File: config.mk
export PLATFORM = sky130hd
export DESIGN_NAME = dcibs_top
export DESIGN_NICKNAME = d
export VERILOG_FILES = /design/src/design/dcibs_pkg.sv /design/src/design/dcibs_sync.sv /design/src/design/dcibs_carrier.sv /design/src/design/dcibs_top.sv
export SDC_FILE = /design/constraint.sdc
export NUM_CORES = 2
export LEC_CHECK = 0
export BUFFER_PORTS_ARGS = -buffer_cell sky130_fd_sc_hd__buf_2
export CAP_MARGIN = 20
export CORE_MARGIN = 10
export CORE_UTILIZATION = 60
export DETAILED_ROUTE_END_ITERATION = 6
export PLACE_DENSITY = 0.86
export REMOVE_ABC_BUFFERS = 1
export SYNTH_ARGS = -nofsm -noshare
export SYNTH_HDL_FRONTEND = slang
export SYNTH_SLANG_ARGS = --single-unit
File: constraint.sdc
create_clock -name mclk_in -period 114.3 [get_ports mclk_in]
set_input_delay 5.715 -clock mclk_in [delete_from_list [all_inputs] [get_ports mclk_in]]
set_output_delay 5.715 -clock mclk_in [all_outputs]
set_load 0.01 [all_outputs]
File: src/design/dcibs_pkg.sv
// dcibs_pkg: constants, register map and types of the dc injection brake sequencer
// assumes: 250 MHz mclk_in, plain register port with one-cycle read latency
package dcibs_pkg;
	// ------------------------------------------------------------
	// clock and time bases
	// ------------------------------------------------------------
	localparam int unsigned CLK_HZ = 250_000_000;
	localparam int unsigned TICK_MS = 100;
	localparam int unsigned TICK_CYCLES = CLK_HZ / 1000 * TICK_MS;
	localparam int unsigned DIV_HZ = 250_000_000;

	// ------------------------------------------------------------
	// register offsets
	// ------------------------------------------------------------
	localparam logic [3:0] REG_ENABLE_OFS = 4'h0;
	localparam logic [3:0] REG_START_FREQ_OFS = 4'h1;
	localparam logic [3:0] REG_WAIT_OFS = 4'h2;
	localparam logic [3:0] REG_STOP_FORCE_OFS = 4'h3;
	localparam logic [3:0] REG_STOP_DUR_OFS = 4'h4;
	localparam logic [3:0] REG_DETECT_OFS = 4'h5;
	localparam logic [3:0] REG_START_FORCE_OFS = 4'h6;
	localparam logic [3:0] REG_START_DUR_OFS = 4'h7;
	localparam logic [3:0] REG_CARRIER_OFS = 4'h8;
	localparam logic [3:0] REG_CONFIG_OFS = 4'h9;
	localparam logic [3:0] REG_STATUS_OFS = 4'hA;

	// ------------------------------------------------------------
	// field codes, limits and reset values
	// ------------------------------------------------------------
	localparam logic [1:0] ENABLE_OFF = 2'h0;
	localparam logic [1:0] ENABLE_ON = 2'h1;
	localparam logic [1:0] ENABLE_SET_FREQ_ONLY = 2'h2;
	localparam logic [0:0] DETECT_EDGE = 1'h0;
	localparam logic [0:0] DETECT_LEVEL = 1'h1;
	localparam logic [4:0] EXT_REQUEST_FUNC = 5'h07;
	localparam logic [15:0] START_FREQ_MAX = 16'h1770;
	localparam logic [15:0] WAIT_MAX = 16'h0032;
	localparam logic [15:0] FORCE_MAX = 16'h0050;
	localparam logic [15:0] DUR_MAX = 16'h0258;
	localparam logic [15:0] CARRIER_MIN = 16'h0005;
	localparam logic [15:0] CARRIER_MAX = 16'h0096;
	localparam logic [1:0] RST_ENABLE = ENABLE_OFF;
	localparam logic [15:0] RST_START_FREQ = 16'h0032;
	localparam logic [15:0] RST_WAIT = 16'h0000;
	localparam logic [15:0] RST_FORCE = 16'h0000;
	localparam logic [15:0] RST_DUR = 16'h0000;
	localparam logic [0:0] RST_DETECT = DETECT_LEVEL;
	localparam logic [15:0] RST_CARRIER = 16'h001E;
	localparam logic [15:0] RST_CONFIG = 16'h0003;

	// ------------------------------------------------------------
	// sequencer states
	// ------------------------------------------------------------
	typedef enum logic [2:0] {
		DCIBS_IDLE,
		DCIBS_RUN,
		DCIBS_WAIT,
		DCIBS_BRAKE_STOP,
		DCIBS_BRAKE_START,
		DCIBS_STOPPED
	} dcibs_state_type;

	function automatic logic [15:0] dcibs_clamp(input logic [15:0] v, input logic [15:0] lo,
		input logic [15:0] hi);
		if (v < lo)
			return lo;
		if (v > hi)
			return hi;
		return v;
	endfunction : dcibs_clamp
endpackage : dcibs_pkg

File: src/design/dcibs_sync.sv
// dcibs_sync: three-flop input synchroniser with agreement filter
// assumes: asynchronous pin input, synchronous active-high reset
`timescale 1ns/1ps
module dcibs_sync
	import dcibs_pkg::*;
(
	// clock and reset
	input wire logic mclk_in,
	input wire logic rst_in,
	// pin and filtered level
	input wire logic pin_in,
	output logic level_out,
	output logic rise_out
);
	logic s1_reg, s2_reg, s3_reg, lvl_reg, rise_reg;
	logic lvl_next, rise_next;

	always_comb
	begin
		lvl_next = lvl_reg;
		if (s2_reg == s3_reg)
			lvl_next = s3_reg;
		rise_next = lvl_next & ~lvl_reg;
	end

	always_ff @(posedge mclk_in)
	begin
		if (rst_in)
		begin
			s1_reg <= 1'b0;
			s2_reg <= 1'b0;
			s3_reg <= 1'b0;
			lvl_reg <= 1'b0;
			rise_reg <= 1'b0;
		end
		else
		begin
			s1_reg <= pin_in;
			s2_reg <= s1_reg;
			s3_reg <= s2_reg;
			lvl_reg <= lvl_next;
			rise_reg <= rise_next;
		end
	end

	assign level_out = lvl_reg;
	assign rise_out = rise_reg;
endmodule : dcibs_sync

File: src/design/dcibs_carrier.sv
// dcibs_carrier: braking carrier pwm with force derated by carrier setting
// assumes: carrier in 0.1 kHz units, force in percent
`timescale 1ns/1ps
module dcibs_carrier
	import dcibs_pkg::*;
(
	// clock and reset
	input wire logic mclk_in,
	input wire logic rst_in,
	// settings
	input wire logic enable_in,
	input wire logic [15:0] carrier_in,
	input wire logic [15:0] force_in,
	// pwm output
	output logic pwm_out,
	output logic [15:0] force_eff_out
);
	logic [31:0] period_reg, period_next, cnt_reg, cnt_next;
	logic [15:0] eff_reg, eff_next, limit;
	logic pwm_reg, pwm_next;
	logic [47:0] on_cycles;

	always_comb
	begin
		// higher carrier leaves less available force [RULE18]
		limit = FORCE_MAX - 16'(carrier_in / 16'h0004);
		eff_next = (force_in > limit) ? limit : force_in;
		period_next = 32'(CLK_HZ / 100) / 32'(dcibs_clamp(carrier_in, CARRIER_MIN,
			CARRIER_MAX));
		cnt_next = (!enable_in || cnt_reg + 32'h1 >= period_reg) ? 32'h0 : cnt_reg + 32'h1;
		on_cycles = 48'(period_reg) * 48'(eff_reg) / 48'h64;
		pwm_next = enable_in && (48'(cnt_reg) < on_cycles);
	end

	always_ff @(posedge mclk_in)
	begin
		if (rst_in)
		begin
			period_reg <= 32'h0;
			cnt_reg <= 32'h0;
			eff_reg <= 16'h0;
			pwm_reg <= 1'b0;
		end
		else
		begin
			period_reg <= period_next;
			cnt_reg <= cnt_next;
			eff_reg <= eff_next;
			pwm_reg <= pwm_next;
		end
	end

	assign pwm_out = pwm_reg;
	assign force_eff_out = eff_reg;
endmodule : dcibs_carrier

File: src/design/dcibs_top.sv
// dcibs_top: dc injection brake sequencer with register port
// assumes: frequency in 0.01 Hz, times in 0.1 s, one 250 MHz clock
// Behaviour
// RULE1: brake decelerating below programmed start frequency
// RULE2: coast output off for wait time first
// RULE3: wait time also follows external request
// RULE4: separate stop force, zero to eighty
// RULE5: stop braking lasts programmed stop duration
// RULE6: run command brakes first, own force/duration
// RULE7: stop only, start only, or both
// RULE8: enable field: off, on, frequency only
// RULE9: enabled means automatic braking, no request
// RULE10: function code 7 overrides enable field
// RULE11: external mode uses forces, ignores durations
// RULE12: detect select: edge or level, default level
// RULE13: level mode brakes while request held
// RULE14: edge while running brakes until stopped
// RULE15: edges ignored in stop state
// RULE16: host avoids edge mode for start braking
// RULE17: braking uses own programmable carrier
// RULE18: higher carrier reduces available braking force
// RULE19: duration end removes output, start accelerates
//
// Implementation choices: the strobed register port and the address map.
`timescale 1ns/1ps
module dcibs_top
	import dcibs_pkg::*;
#(
	parameter int unsigned TICK_LEN = TICK_CYCLES
)
(
	// clock and reset
	input wire logic mclk_in,
	input wire logic rst_in,
	// register port
	input wire logic [3:0] reg_addr_in,
	input wire logic [15:0] reg_wdata_in,
	input wire logic reg_wr_in,
	input wire logic reg_rd_in,
	output logic [15:0] reg_rdata_out,
	// drive state
	input wire logic run_cmd_in,
	input wire logic decel_in,
	input wire logic motor_stopped_in,
	input wire logic [15:0] out_freq_in,
	input wire logic ext_brake_request_in,
	// output stage
	output logic brake_active_out,
	output logic output_off_out,
	output logic brake_pwm_out,
	output logic [15:0] brake_force_out,
	output logic accel_release_out
);
	// ------------------------------------------------------------
	// registers
	// ------------------------------------------------------------
	logic [1:0] en_reg, en_next;
	logic [15:0] sfreq_reg, sfreq_next, wait_reg, wait_next;
	logic [15:0] sforce_reg, sforce_next, sdur_reg, sdur_next;
	logic [15:0] tforce_reg, tforce_next, tdur_reg, tdur_next;
	logic [15:0] car_reg, car_next, cfg_reg, cfg_next;
	logic det_reg, det_next;
	logic [15:0] rdata_reg, rdata_next;
	logic [15:0] status;

	always_comb
	begin
		en_next = en_reg;
		sfreq_next = sfreq_reg;
		wait_next = wait_reg;
		sforce_next = sforce_reg;
		sdur_next = sdur_reg;
		det_next = det_reg;
		tforce_next = tforce_reg;
		tdur_next = tdur_reg;
		car_next = car_reg;
		cfg_next = cfg_reg;
		if (reg_wr_in)
		begin
			unique case (reg_addr_in)
				REG_ENABLE_OFS: en_next = (reg_wdata_in[1:0] == 2'h3) ? en_reg : reg_wdata_in[1:0]; // [RULE8]
				REG_START_FREQ_OFS: sfreq_next = dcibs_clamp(reg_wdata_in, 16'h0, START_FREQ_MAX);
				REG_WAIT_OFS: wait_next = dcibs_clamp(reg_wdata_in, 16'h0, WAIT_MAX);
				REG_STOP_FORCE_OFS: sforce_next = dcibs_clamp(reg_wdata_in, 16'h0, FORCE_MAX);
				REG_STOP_DUR_OFS: sdur_next = dcibs_clamp(reg_wdata_in, 16'h0, DUR_MAX);
				REG_DETECT_OFS: det_next = reg_wdata_in[0]; // [RULE12]
				REG_START_FORCE_OFS: tforce_next = dcibs_clamp(reg_wdata_in, 16'h0, FORCE_MAX);
				REG_START_DUR_OFS: tdur_next = dcibs_clamp(reg_wdata_in, 16'h0, DUR_MAX);
				REG_CARRIER_OFS: car_next = dcibs_clamp(reg_wdata_in, CARRIER_MIN, CARRIER_MAX);
				REG_CONFIG_OFS: cfg_next = reg_wdata_in & 16'h00FF; // [RULE10]
				default: ;
			endcase
		end
		rdata_next = 16'h0;
		if (reg_rd_in)
		begin
			unique case (reg_addr_in)
				REG_ENABLE_OFS: rdata_next = {14'h0, en_reg};
				REG_START_FREQ_OFS: rdata_next = sfreq_reg;
				REG_WAIT_OFS: rdata_next = wait_reg;
				REG_STOP_FORCE_OFS: rdata_next = sforce_reg;
				REG_STOP_DUR_OFS: rdata_next = sdur_reg;
				REG_DETECT_OFS: rdata_next = {15'h0, det_reg};
				REG_START_FORCE_OFS: rdata_next = tforce_reg;
				REG_START_DUR_OFS: rdata_next = tdur_reg;
				REG_CARRIER_OFS: rdata_next = car_reg;
				REG_CONFIG_OFS: rdata_next = cfg_reg;
				REG_STATUS_OFS: rdata_next = status;
				default: rdata_next = 16'h0;
			endcase
		end
	end

	always_ff @(posedge mclk_in)
	begin
		if (rst_in)
		begin
			en_reg <= RST_ENABLE;
			sfreq_reg <= RST_START_FREQ;
			wait_reg <= RST_WAIT;
			sforce_reg <= RST_FORCE;
			sdur_reg <= RST_DUR;
			det_reg <= RST_DETECT;
			tforce_reg <= RST_FORCE;
			tdur_reg <= RST_DUR;
			car_reg <= RST_CARRIER;
			cfg_reg <= RST_CONFIG;
			rdata_reg <= 16'h0;
		end
		else
		begin
			en_reg <= en_next;
			sfreq_reg <= sfreq_next;
			wait_reg <= wait_next;
			sforce_reg <= sforce_next;
			sdur_reg <= sdur_next;
			det_reg <= det_next;
			tforce_reg <= tforce_next;
			tdur_reg <= tdur_next;
			car_reg <= car_next;
			cfg_reg <= cfg_next;
			rdata_reg <= rdata_next;
		end
	end

	// ------------------------------------------------------------
	// request input and tick divider
	// ------------------------------------------------------------
	logic req_lvl, req_rise;
	logic [31:0] div_reg, div_next;
	logic tick;

	dcibs_sync u_sync (
		.mclk_in(mclk_in),
		.rst_in(rst_in),
		.pin_in(ext_brake_request_in),
		.level_out(req_lvl),
		.rise_out(req_rise)
	);

	always_comb
	begin
		tick = (div_reg == 32'(TICK_LEN - 1));
		div_next = tick ? 32'h0 : div_reg + 32'h1;
	end

	always_ff @(posedge mclk_in)
	begin
		if (rst_in)
			div_reg <= 32'h0;
		else
			div_reg <= div_next;
	end

	// ------------------------------------------------------------
	// sequencer
	// ------------------------------------------------------------
	// cfg[0] stop braking, cfg[1] start braking, cfg[2] external input assigned
	// cfg[7:3] input function code
	logic ext_mode, stop_en, start_en, freq_hit, ext_trig;
	dcibs_state_type st_reg, st_next;
	logic [15:0] tmr_reg, tmr_next;
	logic xb_reg, xb_next, rel_reg, rel_next, run_q_reg;
	logic braking;
	logic [15:0] force_sel;

	always_comb
	begin
		ext_mode = cfg_reg[2] && (cfg_reg[7:3] == EXT_REQUEST_FUNC); // [RULE10]
		stop_en = cfg_reg[0] && (en_reg == ENABLE_ON); // [RULE7] [RULE9]
		start_en = cfg_reg[1] && (en_reg == ENABLE_ON); // [RULE7] [RULE9]
		freq_hit = decel_in && (out_freq_in < sfreq_reg); // [RULE1]
		// edges count only while running [RULE14] [RULE15]
		ext_trig = (det_reg == DETECT_LEVEL) ? req_lvl : (req_rise && run_cmd_in);
		st_next = st_reg;
		tmr_next = (tick && tmr_reg != 16'h0) ? tmr_reg - 16'h1 : tmr_reg;
		xb_next = xb_reg;
		rel_next = 1'b0;
		unique case (st_reg)
			DCIBS_IDLE:
			begin
				if (ext_mode && ext_trig)
				begin
					st_next = DCIBS_WAIT; // [RULE3]
					tmr_next = wait_reg;
					xb_next = 1'b1;
				end
				else if (!ext_mode && run_cmd_in && !run_q_reg && start_en)
				begin
					st_next = DCIBS_BRAKE_START; // [RULE6]
					tmr_next = tdur_reg;
				end
				else if (run_cmd_in)
					st_next = DCIBS_RUN;
			end
			DCIBS_RUN:
			begin
				if (ext_mode && ext_trig)
				begin
					st_next = DCIBS_WAIT; // [RULE3]
					tmr_next = wait_reg;
					xb_next = 1'b1;
				end
				else if (!ext_mode && freq_hit && (stop_en || en_reg == ENABLE_SET_FREQ_ONLY))
				begin
					st_next = DCIBS_WAIT; // [RULE2]
					tmr_next = wait_reg;
					xb_next = 1'b0;
				end
				else if (!run_cmd_in && motor_stopped_in)
					st_next = DCIBS_IDLE;
			end
			DCIBS_WAIT:
			begin
				if (xb_reg && det_reg == DETECT_LEVEL && !req_lvl)
					st_next = run_cmd_in ? DCIBS_RUN : DCIBS_IDLE;
				else if (tmr_reg == 16'h0)
				begin
					st_next = DCIBS_BRAKE_STOP;
					tmr_next = sdur_reg; // [RULE5]
				end
			end
			DCIBS_BRAKE_STOP:
			begin
				if (xb_reg)
				begin
					// external: durations ignored [RULE11] [RULE13] [RULE14]
					if ((det_reg == DETECT_LEVEL) ? !req_lvl : motor_stopped_in)
						st_next = run_cmd_in ? DCIBS_RUN : DCIBS_IDLE;
				end
				else if (tmr_reg == 16'h0)
					st_next = DCIBS_STOPPED; // [RULE19]
			end
			DCIBS_BRAKE_START:
			begin
				if (tmr_reg == 16'h0 || !run_cmd_in)
				begin
					st_next = run_cmd_in ? DCIBS_RUN : DCIBS_IDLE;
					rel_next = run_cmd_in; // [RULE19]
				end
			end
			DCIBS_STOPPED:
			begin
				if (!run_cmd_in && !decel_in)
					st_next = DCIBS_IDLE;
			end
			default: st_next = DCIBS_IDLE;
		endcase
		braking = (st_reg == DCIBS_BRAKE_STOP) || (st_reg == DCIBS_BRAKE_START);
		// start force when braking before acceleration [RULE4] [RULE6] [RULE11]
		force_sel = (st_reg == DCIBS_BRAKE_START || (xb_reg && !run_cmd_in && !decel_in)) ?
			tforce_reg : sforce_reg;
	end

	always_ff @(posedge mclk_in)
	begin
		if (rst_in)
		begin
			st_reg <= DCIBS_IDLE;
			tmr_reg <= 16'h0;
			xb_reg <= 1'b0;
			rel_reg <= 1'b0;
			run_q_reg <= 1'b0;
		end
		else
		begin
			st_reg <= st_next;
			tmr_reg <= tmr_next;
			xb_reg <= xb_next;
			rel_reg <= rel_next;
			run_q_reg <= run_cmd_in;
		end
	end

	// ------------------------------------------------------------
	// braking carrier and outputs
	// ------------------------------------------------------------
	logic [15:0] force_eff;
	logic act_reg, off_reg;

	dcibs_carrier u_carrier (
		.mclk_in(mclk_in),
		.rst_in(rst_in),
		.enable_in(braking), // [RULE17]
		.carrier_in(car_reg),
		.force_in(force_sel),
		.pwm_out(brake_pwm_out),
		.force_eff_out(force_eff)
	);

	always_ff @(posedge mclk_in)
	begin
		if (rst_in)
		begin
			act_reg <= 1'b0;
			off_reg <= 1'b0;
		end
		else
		begin
			act_reg <= braking;
			off_reg <= (st_reg == DCIBS_WAIT) || (st_reg == DCIBS_STOPPED); // [RULE2]
		end
	end

	assign status = {9'h0, req_lvl, xb_reg, ext_mode, braking, 3'(st_reg)};
	assign reg_rdata_out = rdata_reg;
	assign brake_active_out = act_reg;
	assign output_off_out = off_reg;
	assign brake_force_out = force_eff;
	assign accel_release_out = rel_reg;
endmodule : dcibs_top

After elaboration in Yosys (flattened, before gate mapping):

Cells that the tools add are included.

* logic and storage cells: 239
* ROM bits: 0
* bits in registers: 281
* memory bits (writable): 0
* memories: 0
* output and inout port bits: 36
* input bits: 44
* latch bits: 0

* multipliers: 1
* bitwise logic cells: 6
* equal/unequal tests: 30
* div/mod/pow operators: 2
* $lt $le $gt $ge: 13
* multiplexer cells: 103
* add/subtract/negate cells: 4
* reductions and logical operators: 52
* shift-type cells: 0

Operators with widths (number)
* 16-bit two-way mux: 34
* 16-bit case mux with 11 select lines: 1
* 32-bit by 1-bit adder with 32-bit output, second input constant: 2
* 1-bit two-way mux: 52
* 48-bit by 7-bit divider with 48-bit output, second input constant: 1
* 32-bit by 48-bit less-than comparator with 1-bit output: 1
* 32-bit by 16-bit multiplier with 48-bit output: 1
* 16-bit case mux with 3 select lines: 1
* 3-bit two-way mux: 13
* 22-bit by 16-bit divider with 32-bit output, first input constant: 1
* 32-bit by 25-bit equality test with 1-bit output, second input constant: 1
* 32-bit greater-or-equal comparator: 1
* 16-bit by 8-bit > comparator with 1-bit output, second input constant: 2
* 16-bit by 3-bit less-than comparator with 1-bit output, second input constant: 2
* 1-bit logical AND: 19
* 3-bit case mux with 6 select lines: 1
* 2-bit AND reduction: 9
* 4-bit by 3-bit equality test with 1-bit output, second input constant: 4
* 16-bit by 10-bit > comparator with 1-bit output, second input constant: 1
* 16-bit by 13-bit > comparator with 1-bit output, second input constant: 1
* 16-bit > comparator: 1
* 16-bit by 6-bit > comparator with 1-bit output, second input constant: 1
* 16-bit by 7-bit > comparator with 1-bit output, second input constant: 1
* 16-bit logical NOT: 1
* other kinds (30): 59

Depth between registers and ports, before layout:

* depth after elaboration: 9
* depth in mapped cells: 554
* mapped depth without buffers: 504

Hierarchy:

Synthesis repeated with hierarchy kept, for this count alone.

* cell total of the unflattened synthesis: 8030
* area total of the unflattened synthesis: 60878.4 µm²

Modules (own cells, without submodules)
* dcibs_carrier: instances 1, cells an instance 6978, sequential area each 1621.6 µm², area each 51660.8 µm²
* dcibs_top: instances 1, cells an instance 1040, sequential area each 3903.7 µm², area each 9068.7 µm²
* dcibs_sync: instances 1, cells an instance 12, sequential area each 100.1 µm², area each 148.9 µm²

Least setup slack after synthesis:

No wires, ideal clock.

* path kind: reg-to-reg
* start: register car_reg[10]
* end: register u_carrier.period_reg[0]
* stages on the path, launching flop included: 534
* clock period less this slack: 93.151 ns
* setup slack: 21.149 ns
* buffers on the path: 49
* data required time: 114.172 ns
* setup time: 0.128 ns
* data arrival time: 93.023 ns
* cell sequence: dfxtp_1 > or4_1 > or3_1 > nor3_1 > nand2_1 > nor3_1 > ha_1 > a21oi_1 > nor3b_1 > o31a_1 > ha_1 > inv_1 > o21bai_1 > a21oi_1 > nor3b_1 > o21ai_0 > nand2_1 > ha_1 > (+498 left out) > nand4_1 > nor2_1 > nand3_1 > clkbuf_1 > mux2_2 > ha_1 > a21oi_1 > nor2b_1 > o21ai_0 > nand2b_1 > a21oi_1 > nor2b_1 > o21ai_0 > nand2b_1 > a21oi_1 > nand4_1 > nor2_1 > nor2_1

* word-level cells in the longest chain between the ends: 6
* elaborated cells on any way between the ends: 9
* those cells by class: div (1); order compare (2); mux (6)

Ends and longest elaborated chain
* start, declared: RTL line dcibs_top.sv:61 `logic [15:0] car_reg, car_next, cfg_reg, cfg_next;`
* start signal, assigned: RTL line dcibs_top.sv:140 `car_reg <= car_next;`
* 16-bit by 8-bit > comparator with 1-bit output: RTL line dcibs_pkg.sv:67 `if (v > hi)`
* 1-bit two-way mux (2 in a row): RTL line dcibs_pkg.sv:67
* 16-bit two-way mux: RTL line dcibs_pkg.sv:69 `return v;`
* 16-bit two-way mux (*): RTL line dcibs_pkg.sv:67
* 22-bit by 16-bit divider with 32-bit output (*): RTL line dcibs_carrier.sv:28 `period_next = 32'(CLK_HZ / 100) / 32'(dcibs_clamp(carrier_in, CARRIER_MIN,`
* end signal, assigned: RTL line dcibs_carrier.sv:46 `period_reg <= period_next;`
* end, declared: RTL line dcibs_carrier.sv:18 `logic [31:0] period_reg, period_next, cnt_reg, cnt_next;`

Mark *: on every way between the ends. The rest lies on a longest branch, timed or not. The select of a mux whose other input is x is not followed.
A chain may end at the register's enable or synchronous reset.

Worst setup path after layout:

* start: register car_reg[3]
* end: register u_carrier.period_reg[0]

Same word-level chain as after synthesis.

==> flow_results.org <==
** STA
- Setup TNS :: 0 ps
- Maximum clock skew at final layout :: between 30 and 40 ps
- Achievable frequency :: 9.95 MHz
- Slew Viols, Final :: 0
- The clock period could shrink to 100530 ps.
- Final hold violation count :: 0
- Transition time at the pin with the least slew margin :: approximately 1200 ps
- Worst Setup Slack, final :: ~14000 ps
- Total of endpoints with negative setup slack in the final report :: 0
- Portion of the clock cycle consumed by the worst path in the final layout :: 88.0%
- Worst hold slack :: 449 ps
- Slew HR :: 22.5%
- Setup repair after global routing left no endpoint under its margin.

** Clock tree
- TritonCTS built the clock tree.
- Setup fix buffers added after clock tree synthesis :: 0
- The H-tree generated during clock tree synthesis spans 2 levels.
- No sink is reached through more buffers than the 3 on the longest clock path.
- CTS saw 281 sinks.
- Clock-pin slew on the worst setup and hold paths :: 60 ps
- The tree is rooted in a sky130_fd_sc_hd__clkbuf_16.
- TritonCTS buffer count :: 36
- The clock reaches the later pin of the worst-skew pair after just under 600 ps.
- Buffers inserted to repair hold after CTS numbered 0.
- After clock tree synthesis, the repair step resized 0 gates.

** Critical path
- Counting stages on the worst path, the most repeated cell is sky130_fd_sc_hd__a21oi_1.
- Data required time of the critical path :: about 110000 ps
- The setup path with the least slack is of type reg2reg.
- Slowest stage cell on the critical path :: sky130_fd_sc_hd__a21oi_1
- Maximum single-stage delay on the critical path :: 840 ps
- Worst Path Max Fanout :: 38
- The worst setup path is launched from a register.
- Endpoint kind of the worst setup timing path :: register
- Data arrival time of the critical path :: between 100000 and 150000 ps

** Finish
- Once layout is complete, the cells apart from fillers number 9505.
- Final nets :: between 9000 and 10000
- Cells with a size suffix above 1 make up 7.15% of the layout.
- Filler cell count in the final layout :: about 8600
- The area growth from synthesis to layout is 4.99%.

** Synth
- In the synthesized netlist the async set-or-reset flop fraction comes to 0%.
- After technology mapping, the gate count stands at 8098.
- Portion of synthesized cell area occupied by the leading cell type :: a little over an eighth
- Portion of the post-synthesis area used by sequential elements :: 9.23%
- Synth area leader :: sky130_fd_sc_hd__fa_1
- Each instance of the synthesized netlist takes up on average 7.52 sq um.
- In this run the cell area of the synthesized design comes to 60900 sq um.
- Synthesis instantiated 159 different standard cells from the library.
- Yosys mapped a number of flops with a built-in enable equal to 0.
- Ranked by total cell area, the synthesized netlist is headed by sky130_fd_sc_hd__fa_1, sky130_fd_sc_hd__ha_1, sky130_fd_sc_hd__dfxtp_1, sky130_fd_sc_hd__nand2_1, sky130_fd_sc_hd__a21oi_1.
- The most used flip-flop cell after synthesis is sky130_fd_sc_hd__dfxtp_1.
- Yosys warning total :: 0
- By instance count, the leading cell after synthesis is sky130_fd_sc_hd__nand2_1.
- Most common library cells after synthesis :: sky130_fd_sc_hd__nand2_1, sky130_fd_sc_hd__inv_1, sky130_fd_sc_hd__nor2_1
- Flop and latch count out of synthesis :: 281

** Die
- The die covers 115000 sq um.
- In this run the standard cell core region covers 100000 sq um.
- The initial utilization of the core area, before any placement, comes to 60.7%.
- Top Ports :: 80
- The floorplan step set the die width to 339 um.
- Measured along the y axis, the die boundary spans 339 um.
- Standard-cell rows :: 116

** Hold path
- Hold Crit Class :: reg2reg

** Placed design
- HPWL reported at the end of detailed placement :: about 140 mm
- Before CTS, the worst setup slack after placement is 15700 ps.
- Once placement completed, the tool counted placed cells totaling 9436.
- Count of port buffers added during placement :: 79
- At the end of routability-driven placement, the weighted congestion stood at 1.01.

** Status
- The flow ran to the end, but the final reports show violations.
- The final reports fail on design-rule violations.

** Global routing
- Maximum number of pins on one net before global-route repair :: slightly above 70
- The first global-routing pass estimated ~290 mm of wire.
- GRT Resource Usage Total :: 29.7%
- Antenna violations before repair :: 4
- Number of global-route vias before repair :: just under 60000
- Total congestion overflow :: 0

** Drt
- The count of nets left with antenna violations once routing finished came out at 0.
- Summing over every cut layer, the via total after detailed routing is 60555.
- Before antenna repair, the detailed router went through 7 iterations.
- After detailed routing, the number of vias per cell comes to 6.37.
- Summed over all layers, the routed wires come to 178 mm.
- After detailed routing, the number of remaining DRC violations is 39.
- Iteration-0 DRC count of the detailed router :: 6440
- After detailed routing, the average wire length per cell comes to 18.8 um.

** Run
- Max-capacitance violation count :: 0
## path summary, 6_finish.rpt
path | from | end | slack, ps | cells after the start
hold reg to reg | u_sync.s1_reg | u_sync.s2_reg | 450 | 1
setup / recovery | car_reg[3] | u_carrier.period_reg[0] | 13770 | 505
setup reg to reg | car_reg[3] | u_carrier.period_reg[0] | 13770 | 505
hold / removal | u_sync.s1_reg | u_sync.s2_reg | 450 | 1
## metrics by stage
step / instance area (sq um) / util (%)
4_1_cts: 64000 / 63.7
2_1_floorplan: 60000 / -
3_5_place_dp: 62700 / 62.5
6_report: 64000 / 63.7
3_3_place_gp: 62700 / 62.5
5_1_grt: 64000 / 63.7
## layout by cell type, fill, tap and decap left out, drive strengths merged, types with 159 or more instances in the layout
cell   synthesis  routed
nor2         705     705
nor3         176     176
inv          762     765
nand3        167     167
a21oi        604     604
buf           91     159
dfxtp        281     281
nand2        855     855
ha           579     579
fa           418     418
o21ai        425     425
conb           2     166
xnor2        340     340
and2         315     315
## metal layers
layer / track usage, % / wire (um)
met1: 38.4 / 71800
met5: 0 / 0
met2: 47.7 / 79800
met4: 14.1 / 8480
met3: 5.30 / 18200
## worst max-delay path, delay by kind of cell, from the launching register on
kind	cells	cell delay, ps
AOI/OAI and AO/OA	339	61940
and+or+nand+nor	100	20850
adders and majority gates	32	9960
buffers and inverters	26	4240
muxes	8	2620
DFF	1	620
## layout make-up
| class | instances | area (sq um) | area share, % |
|---|---|---|---|
| sequential | 281 | 5630 | 8.80 |
| timing repair buffer | 159 | 998 | 1.56 |
| clock buffer | 45 | 995 | 1.55 |
| clock inverter | 19 | 239 | 0.374 |
| multi-input combinational | 6878 | 51500 | 80.6 |
| tap | 1357 | 1700 | 2.65 |
| inverter | 762 | 2860 | 4.47 |
| antenna | 4 | 10.0 | 0.0156 |
## cell families (layout without fill, tap and decap cells)
family / count (synthesis) / after routing / synth area share (%)
AND/OR/NAND/NOR: 2843 / 2843 / 22.6
AO/OA/AOI/OAI: 2186 / 2186 / 24.4
buffers and inverters: 1103 / 985 / 7.30
adder cells (fa/ha/maj): 1006 / 1006 / 25.8
XOR/XNOR: 481 / 481 / 7.09
flip-flops: 281 / 281 / 9.23
multiplexers: 196 / 196 / 3.52
other: 2 / 170 / 0.0123
Power is not shown: default switching activity piles up to over one toggle a cycle in this logic, so the estimate is an artifact.
